File: src/flash_host_regs.svh
`ifndef FLASH_HOST_REGS_SVH
`define FLASH_HOST_REGS_SVH
// Summary of operation
// - Protection word program: write C0 at target, then the data word there.
// - After program, read status repeatedly until ready flag is 1.
// - After the final program, write FF to return to array read.
// - Word program: 40 or 10 anywhere, then data at target.
// - Sector erase: 20 anywhere, then D0 inside the sector.
// - Write 70, then the next read at any address returns status.
`define CMD_READ_ARRAY   8'hff
`define CMD_PROGRAM      8'h40
`define CMD_ERASE_SETUP  8'h20
`define CMD_CONFIRM      8'hd0
`define CMD_SUSPEND      8'hb0
`define CMD_READ_ID      8'h90
`define CMD_QUERY        8'h98
`define CMD_LOCK_SETUP   8'h60
`define CMD_SOFT_LOCK    8'h01
`define CMD_HARD_LOCK    8'h2f
`define CMD_READ_STATUS  8'h70
`define CMD_CLEAR_STATUS 8'h50
`define CMD_PROT_SETUP   8'hc0
`define PROT_LOCK_ADDR   21'h000080
`define PROT_LOCK_DATA   16'hfffd
`define PROT_FIRST       8'h81
`define PROT_LAST        8'h88
`define USER_LOCK_BIT    1
`define ST_SECTOR_LOCKED 1
`define ST_PROG_SUSP     2
`define ST_SUPPLY_ERR    3
`define ST_PROG_ERR      4
`define ST_ERASE_SUSP    6
`define ST_READY         7
`define SMALL_SHIFT      12
`define BIG_SHIFT        15
`define BOOT_SECTORS     7'h08
`define CLK_PERIOD_NS    5
`define T_ACC_NS         70
`define T_WP_NS          35
`define ACC_CYC          ((`T_ACC_NS + `CLK_PERIOD_NS - 1) / `CLK_PERIOD_NS)
`define WP_CYC           ((`T_WP_NS + `CLK_PERIOD_NS - 1) / `CLK_PERIOD_NS)
`endif

File: src/flash_host_pkg.sv
package flash_host_pkg;
   typedef enum logic [3:0] {
      OP_READ_ARRAY = 4'h0, OP_PROGRAM = 4'h1, OP_ERASE = 4'h2, OP_SUSPEND = 4'h3,
      OP_RESUME = 4'h4, OP_READ_ID = 4'h5, OP_QUERY = 4'h6, OP_SOFT_LOCK = 4'h7,
      OP_HARD_LOCK = 4'h8, OP_UNLOCK = 4'h9, OP_READ_STATUS = 4'ha, OP_CLEAR_STATUS = 4'hb,
      OP_PROT_PROGRAM = 4'hc, OP_PROT_LOCK = 4'hd, OP_LOCK_STATE = 4'he
   } op_t;
   typedef enum logic [2:0] {
      ERR_NONE = 3'h0, ERR_SUPPLY = 3'h1, ERR_PROGRAM = 3'h2, ERR_LOCKED = 3'h3, ERR_OTHER = 3'h4
   } err_t;
   typedef enum logic [6:0] {
      S_IDLE = 7'h01, S_CYC1 = 7'h02, S_CYC2 = 7'h04, S_READ = 7'h08,
      S_POLL = 7'h10, S_EXIT = 7'h20, S_DONE = 7'h40
   } state_t;
   typedef enum logic [3:0] {
      C_IDLE = 4'h1, C_SETUP = 4'h2, C_STROBE = 4'h4, C_RECOVER = 4'h8
   } cyc_state_t;
   typedef struct packed {
      op_t         op;
      logic [20:0] addr;
      logic [15:0] data;
   } req_t;
   typedef struct packed {
      logic [15:0] rdata;
      logic [7:0]  status;
      err_t        err;
      logic        refused;
      logic        user_prot_locked;
      logic [6:0]  sector;
   } resp_t;
   typedef struct packed {
      logic [7:0]  c1;
      logic        two;
      logic [20:0] a2;
      logic [15:0] d2;
      logic        rd;
      logic [20:0] ra;
      logic        poll;
      logic        fin;
   } plan_t;
endpackage

File: src/flash_bus_cycle.sv
`timescale 1ns/100ps
module flash_bus_cycle #(
   parameter int ACC_CYC = 14,
   parameter int WP_CYC  = 7
) (
   // System
   input  wire logic        clk_sys,
   input  wire logic        rst,
   // Cycle request
   input  wire logic        start,
   input  wire logic        wr,
   input  wire logic [20:0] addr_in,
   input  wire logic [15:0] wdata,
   output logic             done,
   output logic [15:0]      rdata,
   // Flash pins
   output logic             ce_n,
   output logic             oe_n,
   output logic             we_n,
   output logic [20:0]      addr,
   output logic [15:0]      dq_o,
   output logic             dq_oe_n,
   input  wire logic [15:0] dq_i
);
   flash_host_pkg::cyc_state_t state_reg;
   logic [7:0] cnt_reg;
   logic       wr_reg;
   logic [7:0] last;

   assign last = wr_reg ? 8'(WP_CYC - 1) : 8'(ACC_CYC - 1);

   always_ff @(posedge clk_sys) begin
      if (rst) begin
         state_reg <= flash_host_pkg::C_IDLE;
         cnt_reg <= 8'h00;
         wr_reg <= 1'b0;
      end else begin
         case (state_reg)
            flash_host_pkg::C_IDLE: begin
               if (start) begin
                  state_reg <= flash_host_pkg::C_SETUP;
                  wr_reg <= wr;
               end
            end
            flash_host_pkg::C_SETUP: begin
               state_reg <= flash_host_pkg::C_STROBE;
               cnt_reg <= 8'h00;
            end
            flash_host_pkg::C_STROBE: begin
               cnt_reg <= cnt_reg + 8'h01;
               if (cnt_reg == last) state_reg <= flash_host_pkg::C_RECOVER;
            end
            default: state_reg <= flash_host_pkg::C_IDLE;
         endcase
      end
   end

   // Chip enable drops for every cycle, so each status read sees fresh contents
   always_ff @(posedge clk_sys) begin
      if (rst) begin
         ce_n <= 1'b1;
         oe_n <= 1'b1;
         we_n <= 1'b1;
         addr <= 21'h000000;
         dq_o <= 16'h0000;
         dq_oe_n <= 1'b1;
         rdata <= 16'h0000;
         done <= 1'b0;
      end else begin
         done <= 1'b0;
         case (state_reg)
            flash_host_pkg::C_IDLE: begin
               if (start) begin
                  addr <= addr_in;
                  dq_o <= wdata;
                  ce_n <= 1'b0;
                  dq_oe_n <= ~wr;
               end
            end
            flash_host_pkg::C_SETUP: begin
               we_n <= ~wr_reg;
               oe_n <= wr_reg;
            end
            flash_host_pkg::C_STROBE: begin
               if (cnt_reg == last) begin
                  we_n <= 1'b1;
                  oe_n <= 1'b1;
                  if (!wr_reg) rdata <= dq_i;
               end
            end
            default: begin
               // Data held one cycle past the write strobe rising edge
               ce_n <= 1'b1;
               dq_oe_n <= 1'b1;
               done <= 1'b1;
            end
         endcase
      end
   end
endmodule

File: src/flash_host_ctrl.sv
`timescale 1ns/100ps
`include "flash_host_regs.svh"
module flash_host_ctrl #(
   parameter int ACC_CYC = `ACC_CYC,
   parameter int WP_CYC  = `WP_CYC
) (
   // System
   input  wire logic                   clk_sys,
   input  wire logic                   rst,
   // User request
   input  wire logic                   req_valid,
   input  wire flash_host_pkg::req_t   req,
   output logic                        req_ready,
   // User response
   output logic                        resp_valid,
   output flash_host_pkg::resp_t       resp,
   // Flash pins
   output logic                        flash_ce_n,
   output logic                        flash_oe_n,
   output logic                        flash_we_n,
   output logic [20:0]                 flash_addr,
   output logic [15:0]                 flash_dq_o,
   output logic                        flash_dq_oe_n,
   input  wire logic [15:0]            flash_dq_i
);
   flash_host_pkg::state_t state_reg;
   flash_host_pkg::state_t state_next;
   flash_host_pkg::req_t   cur_reg;
   flash_host_pkg::plan_t  plan_reg;
   logic                   pend_reg;
   logic                   bus_start_reg;
   logic                   bus_wr_next;
   logic [20:0]            bus_addr_next;
   logic [15:0]            bus_wdata_next;
   logic                   bus_done;
   logic [15:0]            bus_rdata;
   logic                   supply_hold_reg;
   logic                   accept;
   logic                   poll_ready;

   function automatic flash_host_pkg::plan_t plan_of(input flash_host_pkg::req_t r);
      flash_host_pkg::plan_t p;
      p = '0;
      p.a2 = r.addr;
      p.ra = r.addr;
      case (r.op)
         flash_host_pkg::OP_READ_ARRAY: begin
            p.c1 = `CMD_READ_ARRAY;
            p.rd = 1'b1;
         end
         flash_host_pkg::OP_PROGRAM: begin
            p.c1 = `CMD_PROGRAM;
            p.two = 1'b1;
            p.d2 = r.data;
            p.poll = 1'b1;
            p.fin = 1'b1;
         end
         flash_host_pkg::OP_ERASE: begin
            p.c1 = `CMD_ERASE_SETUP;
            p.two = 1'b1;
            p.d2 = {8'h00, `CMD_CONFIRM};
            p.poll = 1'b1;
            p.fin = 1'b1;
         end
         flash_host_pkg::OP_SUSPEND: begin
            p.c1 = `CMD_SUSPEND;
            p.poll = 1'b1;
         end
         flash_host_pkg::OP_RESUME: p.c1 = `CMD_CONFIRM;
         flash_host_pkg::OP_READ_ID: begin
            p.c1 = `CMD_READ_ID;
            p.rd = 1'b1;
         end
         flash_host_pkg::OP_QUERY: begin
            p.c1 = `CMD_QUERY;
            p.rd = 1'b1;
         end
         flash_host_pkg::OP_SOFT_LOCK, flash_host_pkg::OP_HARD_LOCK, flash_host_pkg::OP_UNLOCK: begin
            p.c1 = `CMD_LOCK_SETUP;
            p.two = 1'b1;
            if (r.op == flash_host_pkg::OP_SOFT_LOCK) p.d2 = {8'h00, `CMD_SOFT_LOCK};
            else if (r.op == flash_host_pkg::OP_HARD_LOCK) p.d2 = {8'h00, `CMD_HARD_LOCK};
            else p.d2 = {8'h00, `CMD_CONFIRM};
         end
         flash_host_pkg::OP_READ_STATUS: begin
            p.c1 = `CMD_READ_STATUS;
            p.rd = 1'b1;
         end
         flash_host_pkg::OP_CLEAR_STATUS: p.c1 = `CMD_CLEAR_STATUS;
         flash_host_pkg::OP_PROT_PROGRAM: begin
            p.c1 = `CMD_PROT_SETUP;
            p.two = 1'b1;
            p.d2 = r.data;
            p.poll = 1'b1;
            p.fin = 1'b1;
         end
         flash_host_pkg::OP_PROT_LOCK: begin
            p.c1 = `CMD_PROT_SETUP;
            p.two = 1'b1;
            p.a2 = `PROT_LOCK_ADDR;
            p.d2 = `PROT_LOCK_DATA;
            p.poll = 1'b1;
            p.fin = 1'b1;
         end
         default: begin
            p.c1 = `CMD_READ_ID;
            p.rd = 1'b1;
            p.ra = `PROT_LOCK_ADDR;
         end
      endcase
      return p;
   endfunction

   // Upper address lines must be zero for protection words
   function automatic logic prot_addr_ok(input logic [20:0] a);
      return (a[20:8] == 13'h0000) && (a[7:0] >= `PROT_FIRST) && (a[7:0] <= `PROT_LAST);
   endfunction

   function automatic flash_host_pkg::err_t err_of(input logic [7:0] s);
      case ({s[`ST_SECTOR_LOCKED], s[`ST_SUPPLY_ERR], s[`ST_PROG_ERR]})
         3'h0: return flash_host_pkg::ERR_NONE;
         3'h3: return flash_host_pkg::ERR_SUPPLY;
         3'h1: return flash_host_pkg::ERR_PROGRAM;
         3'h5: return flash_host_pkg::ERR_LOCKED;
         default: return flash_host_pkg::ERR_OTHER;
      endcase
   endfunction

   // Bottom-boot map only
   function automatic logic [6:0] sector_of(input logic [20:0] a);
      if (a[20:`BIG_SHIFT] == 6'h00) return {4'h0, a[`BIG_SHIFT-1:`SMALL_SHIFT]};
      return 7'(a[20:`BIG_SHIFT]) + `BOOT_SECTORS - 7'h01;
   endfunction

   // Refusing locally saves a doomed cycle pair; the device would flag it anyway
   function automatic logic refuse_of(input flash_host_pkg::req_t r, input logic hold);
      logic prog;
      prog = (r.op == flash_host_pkg::OP_PROGRAM) || (r.op == flash_host_pkg::OP_PROT_PROGRAM)
             || (r.op == flash_host_pkg::OP_PROT_LOCK);
      return (prog && hold)
             || (r.op == flash_host_pkg::OP_PROT_PROGRAM && !prot_addr_ok(r.addr));
   endfunction

   assign accept = req_valid && req_ready && state_reg == flash_host_pkg::S_IDLE;
   assign poll_ready = bus_rdata[`ST_READY];

   always_comb begin
      state_next = state_reg;
      bus_wr_next = 1'b1;
      bus_addr_next = cur_reg.addr;
      bus_wdata_next = {8'h00, plan_reg.c1};
      case (state_reg)
         flash_host_pkg::S_CYC1: begin
            if (plan_reg.two) state_next = flash_host_pkg::S_CYC2;
            else if (plan_reg.rd) state_next = flash_host_pkg::S_READ;
            else if (plan_reg.poll) state_next = flash_host_pkg::S_POLL;
            else state_next = flash_host_pkg::S_DONE;
         end
         flash_host_pkg::S_CYC2: begin
            bus_addr_next = plan_reg.a2;
            bus_wdata_next = plan_reg.d2;
            if (plan_reg.rd) state_next = flash_host_pkg::S_READ;
            else if (plan_reg.poll) state_next = flash_host_pkg::S_POLL;
            else state_next = flash_host_pkg::S_DONE;
         end
         flash_host_pkg::S_READ: begin
            bus_wr_next = 1'b0;
            bus_addr_next = plan_reg.ra;
            state_next = flash_host_pkg::S_DONE;
         end
         flash_host_pkg::S_POLL: begin
            bus_wr_next = 1'b0;
            if (poll_ready) state_next = plan_reg.fin ? flash_host_pkg::S_EXIT : flash_host_pkg::S_DONE;
         end
         flash_host_pkg::S_EXIT: begin
            bus_wdata_next = {8'h00, `CMD_READ_ARRAY};
            state_next = flash_host_pkg::S_DONE;
         end
         default: ;
      endcase
   end

   always_ff @(posedge clk_sys) begin
      if (rst) begin
         state_reg <= flash_host_pkg::S_IDLE;
         cur_reg <= '0;
         plan_reg <= '0;
      end else begin
         case (state_reg)
            flash_host_pkg::S_IDLE: begin
               if (accept) begin
                  cur_reg <= req;
                  plan_reg <= plan_of(req);
                  state_reg <= refuse_of(req, supply_hold_reg) ? flash_host_pkg::S_DONE
                                                               : flash_host_pkg::S_CYC1;
               end
            end
            flash_host_pkg::S_DONE: state_reg <= flash_host_pkg::S_IDLE;
            default: if (pend_reg && bus_done) state_reg <= state_next;
         endcase
      end
   end

   // One bus cycle per visit; a status poll re-enters and toggles chip enable again
   always_ff @(posedge clk_sys) begin
      if (rst) begin
         pend_reg <= 1'b0;
         bus_start_reg <= 1'b0;
      end else begin
         bus_start_reg <= 1'b0;
         if (state_reg != flash_host_pkg::S_IDLE && state_reg != flash_host_pkg::S_DONE) begin
            if (!pend_reg) begin
               pend_reg <= 1'b1;
               bus_start_reg <= 1'b1;
            end else if (bus_done) begin
               pend_reg <= 1'b0;
            end
         end
      end
   end

   always_ff @(posedge clk_sys) begin
      if (rst) req_ready <= 1'b1;
      else if (accept) req_ready <= 1'b0;
      else if (state_reg == flash_host_pkg::S_DONE) req_ready <= 1'b1;
   end

   // A supply error seen while polling wins over a clear in the same cycle
   always_ff @(posedge clk_sys) begin
      if (rst) supply_hold_reg <= 1'b0;
      else if (state_reg == flash_host_pkg::S_POLL && pend_reg && bus_done && poll_ready
               && bus_rdata[`ST_SUPPLY_ERR]) supply_hold_reg <= 1'b1;
      else if (state_reg == flash_host_pkg::S_CYC1 && pend_reg && bus_done
               && cur_reg.op == flash_host_pkg::OP_CLEAR_STATUS) supply_hold_reg <= 1'b0;
   end

   always_ff @(posedge clk_sys) begin
      if (rst) begin
         resp <= '0;
         resp_valid <= 1'b0;
      end else begin
         resp_valid <= state_reg == flash_host_pkg::S_DONE;
         if (accept) begin
            resp <= '0;
            resp.sector <= sector_of(req.addr);
            resp.refused <= refuse_of(req, supply_hold_reg);
         end
         if (state_reg == flash_host_pkg::S_POLL && pend_reg && bus_done && poll_ready) begin
            resp.status <= bus_rdata[7:0];
            resp.err <= err_of(bus_rdata[7:0]);
         end
         if (state_reg == flash_host_pkg::S_READ && pend_reg && bus_done) begin
            resp.rdata <= bus_rdata;
            resp.user_prot_locked <= ~bus_rdata[`USER_LOCK_BIT];
            if (cur_reg.op == flash_host_pkg::OP_READ_STATUS) begin
               resp.status <= bus_rdata[7:0];
               resp.err <= err_of(bus_rdata[7:0]);
            end
         end
      end
   end

   flash_bus_cycle #(
      .ACC_CYC (ACC_CYC),
      .WP_CYC  (WP_CYC)
   ) u_cycle (
      .clk_sys (clk_sys),
      .rst     (rst),
      .start   (bus_start_reg),
      .wr      (bus_wr_next),
      .addr_in (bus_addr_next),
      .wdata   (bus_wdata_next),
      .done    (bus_done),
      .rdata   (bus_rdata),
      .ce_n    (flash_ce_n),
      .oe_n    (flash_oe_n),
      .we_n    (flash_we_n),
      .addr    (flash_addr),
      .dq_o    (flash_dq_o),
      .dq_oe_n (flash_dq_oe_n),
      .dq_i    (flash_dq_i)
   );
endmodule

File: config.mk
export PLATFORM = sky130hd
export DESIGN_NAME = flash_host_ctrl
export DESIGN_NICKNAME = d
export VERILOG_FILES = /design/src/flash_host_pkg.sv /design/src/flash_bus_cycle.sv /design/src/flash_host_ctrl.sv
export VERILOG_INCLUDE_DIRS = /design/src
export SDC_FILE = /design/constraint.sdc
export NUM_CORES = 1
export LEC_CHECK = 0
export BUFFER_PORTS_ARGS = -buffer_cell sky130_fd_sc_hd__buf_2
export CAP_MARGIN = 15
export CELL_PAD_IN_SITES_DETAIL_PLACEMENT = 0
export CELL_PAD_IN_SITES_GLOBAL_PLACEMENT = 1
export CORE_MARGIN = 2
export CORE_UTILIZATION = 40
export CTS_CLUSTER_SIZE = 20
export DETAILED_ROUTE_END_ITERATION = 10
export GPL_TIMING_DRIVEN = 0
export HOLD_SLACK_MARGIN = 0.03
export PLACE_DENSITY = 0.85
export SYNTH_ARGS = -nofsm -noshare
export SYNTH_HDL_FRONTEND = slang
export SYNTH_SLANG_ARGS = --single-unit
export TNS_END_PERCENT = 20
File: constraint.sdc
create_clock -name clk_sys -period 5.6 [get_ports clk_sys]
set_input_delay 1.12 -clock clk_sys [delete_from_list [all_inputs] [get_ports clk_sys]]
set_output_delay 1.12 -clock clk_sys [all_outputs]
set_load 0.02 [all_outputs]
==> summary.md, run 1 <==
| Metric | Value |
|---|---|
| First-pass GRT wire length | 47500 um |
| Delay-heaviest family, CP | buffers and inverters |
| Syn nets | 1230 |
| Mean post-synth cell area | 8.05 um^2 |
| DR vias | 9322 |
| Most common cell in the synthesized netlist | dfxtp_1 |
| Post-DP HPWL | 21800 um |
| Remaining Overflow, GRT | 0 |
| Hold Buf Count CTS | 0 |
| Clock Tree Buf Depth | 3 |
| Worst-Margin Slew | 0.809 ns |
| Max-slew violations | 0 |
| CP max FO | 10 |
| Post-synth top flop | dfxtp_1 |
| IO buf count | 135 |
| Setup TNS | 0 ns |
| Total Nets Final | 1391 |
| Largest net degree at the start of global routing | 13 |
| Yosys top cell area share | 45.1% |
| First DRT Iteration DRCs | 742 |
| Worst Hold Class | register to register |
| Ys async rst share | 0% |
| All-Layer GR Usage | 24.3% |
| Clock-pin slew on the worst setup and hold paths | 0.06 ns |
| Worst hold slack | 0.437 ns |
| Status | complete, no violations |
| Layout cell share with drive strength beyond 1 | 16.4% |
| Post-synth EDFFs | 0 |
| Vias per Instance | 5.60 |
| Post-synthesis sequential area ratio | 45.1% |
| Max reg flops | 68 |
| Placeable Area | 23300 um^2 |
| IO Count | 139 |
| Unrepaired setup endpoints after global routing | no |
| Antenna viol nets, final | 0 |
| Bufs and invs on worst path | 4 |
| First drt pass iteration count | 5 |
| Final setup fails | 0 |
| Mapped Area | 9410 um^2 |
| Die area | 24800 um^2 |
| Cell mode on critical path | clkbuf_1 |
| Ant diodes | 0 |
| Tot Pwr | 0.00498 W |
| Die height | 157 um |
| Placer congestion estimate | 0.929 |
| Critical Path, Cell by Cell | buf_2, clkbuf_1, clkbuf_1, clkbuf_1, nor2_1 |
| Critical Path AT | 2.91 ns |
| Area growth syn-to-layout | 19.9% |
| CTS tree | yes |
| H-Tree Level Count | 1 |
| Ys Warns | 0 |
| Die width | 157 um |
| Post-CTS setup buffer count | 0 |
| Max Cap Viol | 0 |
| Synth top cells by count | 212 x dfxtp_1, 200 x nand2_1, 144 x a21oi_1 |
| CTS root buf | clkbuf_16 |
| Vias in the first global route | 8530 |
| Slowest cell on crit path | clkbuf_1 |
| Slew headroom | 45.4% |
| Minimum clock period | 2.54 ns |
| Worst setup SP type | primary input |
| Data required time of the worst path | 5.97 ns |
| Max Fclk | 394 MHz |
| Clk_lat worst skew | 0.53 ns |
| Post-synthesis cell type count | 78 |
| Slowest stage delay, CP | 0.65 ns |
| CTS-repair resized insts | 0 |
| Synth Instances | 1168 |
| Leakage | 4.15 nW |
| Wirelength per Cell | 18.5 um |
| Synthesized flop and latch total | 212 |
| Total CTS buffers | 24 |
| Worst Setup End Kind | register |
| Clock Sinks | 212 |
| Final period utilization | 45.4% |
| VDD IR max | 0.229 mV |
| Initial antenna violation count | 0 |
| Endpoints failing hold | 0 |
| Final Skew | 0.0202 ns |
| Initial core utilization | 40.4% |
| Area leader, netlist | dfxtp_1 |
| Row count | 56 |
| R2R setup slack | 3.07 ns |
| Pwr dens | 442 nW/um^2 |
| Drt drc | 0 |
| Crit Path Class | primary input to register |
| Largest cells by area after synthesis | dfxtp_1 45%, nand2_1 8.0%, a21oi_1 7.7%, nand3_1 4.3%, nor2_1 3.9% |
| Routed WL | 30800 um |
logic make-up after synthesis:
| group | count (synthesis) | share of synthesized area (%) |
|---|---|---|
| AO/OA/AOI/OAI | 340 | 22.8 |
| buffers and inverters | 110 | 5.00 |
| adder cells (fa/ha/maj) | 3 | 0.372 |
| XOR/XNOR | 10 | 0.931 |
| multiplexers | 16 | 1.70 |
| AND/OR/NAND/NOR | 477 | 24.1 |
| flip-flops | 212 | 45.1 |
placed cells by master (no fill, tap or decap), types with 7 or more instances in the layout:
cell,n
nand2_1,200
a311oi_1,8
o22ai_1,25
o221ai_1,21
clkbuf_8,7
o21a_1,21
o21ai_0,43
clkbuf_16,25
mux2i_1,16
nor3_1,14
a211oi_1,7
o211ai_1,7
buf_2,159
dfxtp_1,212
inv_1,12
or3_1,15
a21oi_1,144
nor2_1,97
o21ai_1,20
nand4_1,10
clkbuf_1,71
nand3_1,81
nor4_1,7
a22oi_1,15
through the flow:
step | utilization, % | worst slack [ns] | cells | area (um^2)
detailed placement | 45.1 | 2.54 | 1622 | 10500
floorplan | - | 3.15 | 1168 | 9410
global route | 48.5 | 2.84 | 1664 | 11300
global placement | 45.1 | 2.55 | 1622 | 10500
CTS | 48.5 | 3.07 | 1664 | 11300
finish | 48.5 | 3.06 | 1664 | 11300
path summary, 6_finish.rpt:
check / start / end / cells after the start
worst max-delay path: rst / u_cycle.cnt_reg[6] / 5
worst min-delay path: u_cycle.addr[4] / u_cycle.addr[4] / 2
worst max register to register: state_reg[5] / cur_reg[35] / 7
worst min register to register: u_cycle.addr[4] / u_cycle.addr[4] / 2
area by class of cell:
class / instances / area, um^2
fill: 2394 / 12000
multi-input combinational: 846 / 4690
sequential: 212 / 4240
clock buffer: 36 / 737
timing repair buffer: 135 / 676
buffer: 97 / 422
tap: 319 / 399
clock inverter: 6 / 58.8
inverter: 13 / 48.8
per-layer routing:
layer	part of all wire (%)	global-route usage, %	vias up
met3	7.9	4.41	44
met5	0	0	-
met1	44	34.1	4424
li1	-	-	4487
met2	46	38.6	367
met4	2.1	6.32	0
power by group:
group	switching (W)	internal, W
logic	0.00104	0.000487
registers	0.000147	0.00173
clock network	0.000631	0.000950
total	0.00182	0.00317
tightest hold or removal path: stages (launching register included):
cell and delay [ns]:
dfxtp_1 0.30, nand2_1 0.04, o21ai_1 0.05
(Power assumes the default switching activity.)
==> run 2: changes to the inputs <==
==> constraint.sdc (replaced) <==
create_clock -name clk_sys -period 2.5 [get_ports clk_sys]
set_input_delay 0.5 -clock clk_sys [delete_from_list [all_inputs] [get_ports clk_sys]]
set_output_delay 0.5 -clock clk_sys [all_outputs]
set_load 0.02 [all_outputs]
==> run 2 against run 1 <==
  * Hold slack lost 0.21 ns
  * Sequential cell count is the same
  * Cell count is the same
  * Largest cell class unchanged
  * Clock skew is essentially flat
  * Power grew 120%
  * Final area is essentially flat
  * Routed wire length shrank 0.20%
  * Die area is the same
  * Sequential share of layout area is essentially flat
  * Critical endpoint is now plan_reg[0]
  * First-iteration DRC count grew 2.8%
  * Sequential power grew 120%
==> summary.md, run 2 (synthesized netlist as in run 1, its figures left out) <==
| Metric | Value |
|---|---|
| Status | complete, no violations |
| CTS root buf | clkbuf_16 |
| Worst Setup SP | state_reg[5] |
| Vias per Instance | 5.59 |
| Layout cell share with drive strength beyond 1 | 16.6% |
| Placeable Area | 23300 um^2 |
| Reg power frac | 37.7% |
| Crit Path Class | register to register |
| Ant diodes | 0 |
| CP max FO | 10 |
| R2R Path End | plan_reg[0] |
| Final Skew | 0.0198 ns |
| Initial antenna violation count | 0 |
| Sw frac | 36.3% |
| Minimum clock period | 2.45 ns |
| H-Tree Level Count | 1 |
| Final period utilization | 98.1% |
| Critical Path AT | 2.83 ns |
| Antenna viol nets, final | 0 |
| Pint | 0.00710 W |
| Clock-pin slew on the worst setup and hold paths | 0.07 ns |
| Worst-Margin Slew | 0.800 ns |
| Worst hold slack | 0.228 ns |
| FF-to-FF path depth | 7 |
| FF-to-FF Start | state_reg[5] |
| Placer congestion estimate | 0.929 |
| Pwr dens | 989 nW/um^2 |
| First-pass GRT wire length | 47500 um |
| Leakage | 4.15 nW |
| Post-CTS setup buffer count | 0 |
| IO Count | 139 |
| Commonest non-fill, non-tap cell in the layout | dfxtp_1 |
| Area growth syn-to-layout | 19.9% |
| Vias in the first global route | 8527 |
| Max reg flops | 68 |
| Most frequent cells in the layout | 212 x dfxtp_1, 200 x nand2_1, 158 x buf_2 |
| Die area | 24800 um^2 |
| Max Cap Viol | 0 |
| First drt pass iteration count | 5 |
| CTS tree | yes |
| Worst Setup End Kind | register |
| Max Fclk | 408 MHz |
| VDD IR max | 0.513 mV |
| Slew headroom | 46.0% |
| CTS-repair resized insts | 0 |
| Crit path to | plan_reg[0] |
| Initial core utilization | 40.4% |
| Routed WL | 30700 um |
| Clock Sinks | 212 |
| Cell count after placement | 1622 |
| DR vias | 9309 |
| Dpl cell area | 10500 um^2 |
| Final worst slack | 0.0473 ns |
| Remaining Overflow, GRT | 0 |
| Hold Buf Count CTS | 0 |
| Clk_lat worst skew | 0.53 ns |
| Combinational group share of total power | 30.6% |
| Max-slew violations | 0 |
| Final setup fails | 0 |
| R2R setup slack | 0.05 ns |
| Fin area | 11300 um^2 |
| Unrepaired setup endpoints after global routing | yes |
| Die height | 157 um |
| Total Nets Final | 1391 |
| IO buf count | 135 |
| Clock Power Share | 31.7% |
| Row count | 56 |
| Die width | 157 um |
| Total CTS buffers | 24 |
| Drt drc | 0 |
| Clock Tree Buf Depth | 3 |
| Worst Hold Class | primary input to register |
| Data required time of the worst path | 2.88 ns |
| Fill cells | 2393 |
| Psw | 0.00406 W |
| Pre-CTS WS | 0.0483 ns |
| Non-filler cells, final | 1664 |
| Endpoints failing hold | 0 |
| Worst setup SP type | register |
| Largest net degree at the start of global routing | 13 |
| All-Layer GR Usage | 24.3% |
| Post-DP HPWL | 21800 um |
| First DRT Iteration DRCs | 763 |
| Wirelength per Cell | 18.5 um |
run 2: cell counts in the layout (fill, tap and decap cells not counted):
Identical to the previous run, type by type.
run 2: through the flow:
stage / util (%) / power [W] / TNS, ns
after floorplan: - / 0.00648 / 0
after global placement: 45.1 / 0.00759 / 0
after detailed placement: 45.1 / 0.00763 / 0
after CTS: 48.5 / 0.0112 / 0
after global routing: 48.5 / 0.0117 / -0.267
final: 48.5 / 0.0112 / 0
run 2: final cells by class:
class                      instances  area (um^2)  share of cell area, %
multi-input combinational        846         4690                   41.6
sequential                       212         4240                   37.6
clock buffer                      36          737                   6.53
timing repair buffer             135          676                   5.99
buffer                            97          427                   3.78
tap                              319          399                   3.54
clock inverter                     6         58.8                  0.521
inverter                          13         48.8                  0.432
run 2: per-layer routing:
metal / vias to the layer above / global-route usage [%] / part of all wire (%)
met2: 326 / 38.6 / 46
met5: - / 0 / 0
met4: 0 / 6.36 / 2.1
met1: 4456 / 34.1 / 45
met3: 43 / 4.43 / 7.5
li1: 4484 / - / -
run 2: how the worst min path moves through the flow:
stage	slack, ns	endpoint	cells after the start	from
final	0.23	u_cycle.rdata[8]	3	flash_dq_i[8]
after global routing	0.23	u_cycle.rdata[5]	3	flash_dq_i[5]
after CTS	0.22	u_cycle.rdata[8]	3	flash_dq_i[8]
after detailed placement	0.43	u_cycle.addr[4]	2	u_cycle.addr[4]
after global placement	0.43	u_cycle.addr[2]	2	u_cycle.addr[2]
after floorplan	0.43	cur_reg[39]	2	cur_reg[39]
run 2: power by group through the flow:
stage	registers [W]	logic [W]	clock network, W
floorplan	0.00433	0.00214	0
detailed placement	0.00427	0.00336	0
global placement	0.00427	0.00332	0
CTS	0.00420	0.00338	0.00358
global route	0.00427	0.00370	0.00371
finish	0.00421	0.00341	0.00354
run 2: critical path: stages, from the launching register on:
cell	delay (ns)
dfxtp_1	0.36
clkbuf_1	0.25
nor4_4	0.26
nand4_1	0.44
buf_4	0.36
buf_2	0.24
a211oi_1	0.32
nor3_1	0.08
==> run 3: changes to the inputs <==
--- a/config.mk
+++ b/config.mk
@@ -17,6 +17,8 @@
 export GPL_TIMING_DRIVEN = 0
 export HOLD_SLACK_MARGIN = 0.03
 export PLACE_DENSITY = 0.85
+export SETUP_SLACK_MARGIN = 0.5
+export SLEW_MARGIN = 20
 export SYNTH_ARGS = -nofsm -noshare
 export SYNTH_HDL_FRONTEND = slang
 export SYNTH_SLANG_ARGS = --single-unit
==> constraint.sdc (replaced) <==
create_clock -name clk_sys -period 2.4 [get_ports clk_sys]
set_input_delay 0.48 -clock clk_sys [delete_from_list [all_inputs] [get_ports clk_sys]]
set_output_delay 0.48 -clock clk_sys [all_outputs]
set_load 0.02 [all_outputs]
==> run 3 against run 2 <==
  * Core utilization rose by 2.9 points
  * Power rose by 10%
  * Sequential power rose by 5%
  * Sequential share of layout area fell by 2.0 points
  * First-iteration DRC count rose by 6.3%
  * Clock skew barely moved
  * Critical path type unchanged
  * Highest routed layer unchanged
==> summary.md, run 3 (synthesized netlist as in run 1, its figures left out) <==
| Metric | Value |
|---|---|
| IO Count | 139 |
| Clk_lat worst skew | 0.53 ns |
| Worst Setup End Kind | register |
| Placeable Area | 23300 um^2 |
| Crit Path Class | register to register |
| Final period utilization | 81.8% |
| IO buf count | 135 |
| Largest net degree at the start of global routing | 13 |
| HP Start | flash_dq_i[8] |
| FF-to-FF path depth | 7 |
| CTS tree | yes |
| Initial antenna violation count | 0 |
| Setup TNS | 0 ns |
| Worst hold slack | 0.206 ns |
| Total Nets Final | 1414 |
| Delay-heaviest family, CP | compound AO/OA/AOI/OAI gates |
| FF-to-FF Start | state_reg[2] |
| First-pass GRT wire length | 47900 um |
| CP max FO | 8 |
| Pwr dens | 1030 nW/um^2 |
| Die height | 157 um |
| Clock Power Share | 30.1% |
| Fill cells | 2319 |
| Slowest cell on crit path | dfxtp_2 |
| Non-filler cells, final | 1687 |
| Most frequent cells in the layout | 205 x dfxtp_1, 199 x nand2_1, 144 x buf_2 |
| First DRT Iteration DRCs | 811 |
| Worst setup SP type | register |
| Psw | 0.00445 W |
| Pint | 0.00784 W |
| Sw frac | 36.2% |
| Final Skew | 0.0202 ns |
| Max Cap Viol | 0 |
| Die width | 157 um |
| Row count | 56 |
| Tot Pwr | 0.0123 W |
| R2R Path End | state_reg[0] |
| Critical Path AT | 2.37 ns |
| Minimum clock period | 1.96 ns |
| Max Fclk | 509 MHz |
| Wirelength per Cell | 18.7 um |
| Hold Buf Count CTS | 0 |
| Ant diodes | 0 |
| Fin area | 12000 um^2 |
| All-Layer GR Usage | 24.5% |
| Reg area | 4260 um^2 |
| Antenna viol nets, final | 0 |
| Hold Crit Depth | 3 |
| Slowest stage delay, CP | 0.33 ns |
| Slew headroom | 45.5% |
| Clock Sinks | 212 |
| DR vias | 9503 |
| Status | complete, no violations |
| Combinational group share of total power | 34.1% |
| Area growth syn-to-layout | 27.2% |
| Dpl cell area | 10500 um^2 |
| Worst Hold Class | primary input to register |
| Max reg flops | 68 |
| Endpoints failing hold | 0 |
| Unrepaired setup endpoints after global routing | yes |
| Initial core utilization | 40.4% |
| Max-slew violations | 0 |
| Clock Tree Buf Depth | 3 |
| Layout cell share with drive strength beyond 1 | 23.2% |
| Critical Path, Cell by Cell | buf_6, nor4_4, o211ai_1, a221oi_2, buf_4, o22ai_4, a211o_1 |
| Total CTS buffers | 24 |
| Clock-pin slew on the worst setup and hold paths | 0.06 ns |
| CTS root buf | clkbuf_16 |
| Cell count after placement | 1622 |
| Data required time of the worst path | 2.80 ns |
| Drt drc | 0 |
| Post-DP HPWL | 21800 um |
| Reg power frac | 35.8% |
| Placer congestion estimate | 0.929 |
| Worst-Margin Slew | 0.815 ns |
| Routed WL | 31600 um |
| Final setup fails | 0 |
| Commonest non-fill, non-tap cell in the layout | dfxtp_1 |
| Bufs and invs on worst path | 2 |
| Area of the multi-input gates | 4960 um^2 |
| First drt pass iteration count | 5 |
| Leakage | 4.45 nW |
| Vias per Instance | 5.63 |
| H-Tree Level Count | 1 |
| VDD IR max | 0.544 mV |
| Die area | 24800 um^2 |
| R2R setup slack | 0.44 ns |
| Worst Hold Path EP | u_cycle.rdata[8] |
| Remaining Overflow, GRT | 0 |
| Vias in the first global route | 8628 |
==> run 3: power groups by stage <==
stage | Combinational, W | Sequential, W | Clock, W
after global routing | 0.00448 | 0.00446 | 0.00387
after floorplan | 0.00223 | 0.00452 | 0
after CTS | 0.00374 | 0.00438 | 0.00373
after global placement | 0.00346 | 0.00445 | 0
after detailed placement | 0.00350 | 0.00445 | 0
final | 0.00419 | 0.00441 | 0.00370
==> run 3: area by class of cell <==
class | instances | area share (%)
Buffer | 97 | 5.16
Clock buffer | 36 | 6.16
Clock inverter | 6 | 0.491
Inverter | 13 | 0.439
Multi-Input combinational cell | 846 | 41.4
Sequential cell | 212 | 35.6
Tap cell | 319 | 3.34
Timing Repair Buffer | 158 | 7.43
==> run 3: how the worst max path moves through the flow <==
stage	from	slack [ns]	depth (start not counted)	to
after global routing	state_reg[3]	0.39	8	resp[19]
after global placement	state_reg[5]	-0.06	7	cur_reg[33]
after detailed placement	state_reg[5]	-0.05	7	cur_reg[30]
after CTS	state_reg[1]	0.42	7	state_reg[4]
after floorplan	state_reg[3]	0.56	5	state_reg[0]
final	state_reg[2]	0.44	7	state_reg[0]
==> run 3: worst register-to-register path: stages (launching register included) <==
cell and delay (ns):
dfxtp_2 0.33, buf_6 0.14, nor4_4 0.29, o211ai_1 0.20
a221oi_2 0.28, buf_4 0.17, o22ai_4 0.13, a211o_1 0.28
==> run 3: routing by layer <==
| layer | vias up | wire length (um) | part of all wire [%] | global-route usage (%) |
|---|---|---|---|---|
| met5 | - | 0 | 0 | 0 |
| met1 | 4555 | 14100 | 45 | 34.6 |
| li1 | 4528 | - | - | - |
| met2 | 365 | 14600 | 46 | 38.8 |
| met4 | 0 | 741 | 2.3 | 6.45 |
| met3 | 55 | 2180 | 6.9 | 4.19 |
==> run 3: timing repair <==
item,in CTS,in global routing
setup buffers,9,14
setup endpoints to repair,191,196
pin swaps,7,21
gates resized for setup,42,145
==> run 3: per-stage QoR <==
stage	setup WS [ns]	util, %
after floorplan	0.556	-
after global placement	-0.0628	45.1
after detailed placement	-0.0517	45.1
after CTS	0.419	49.4
after global routing	0.387	51.4
final	0.437	51.4
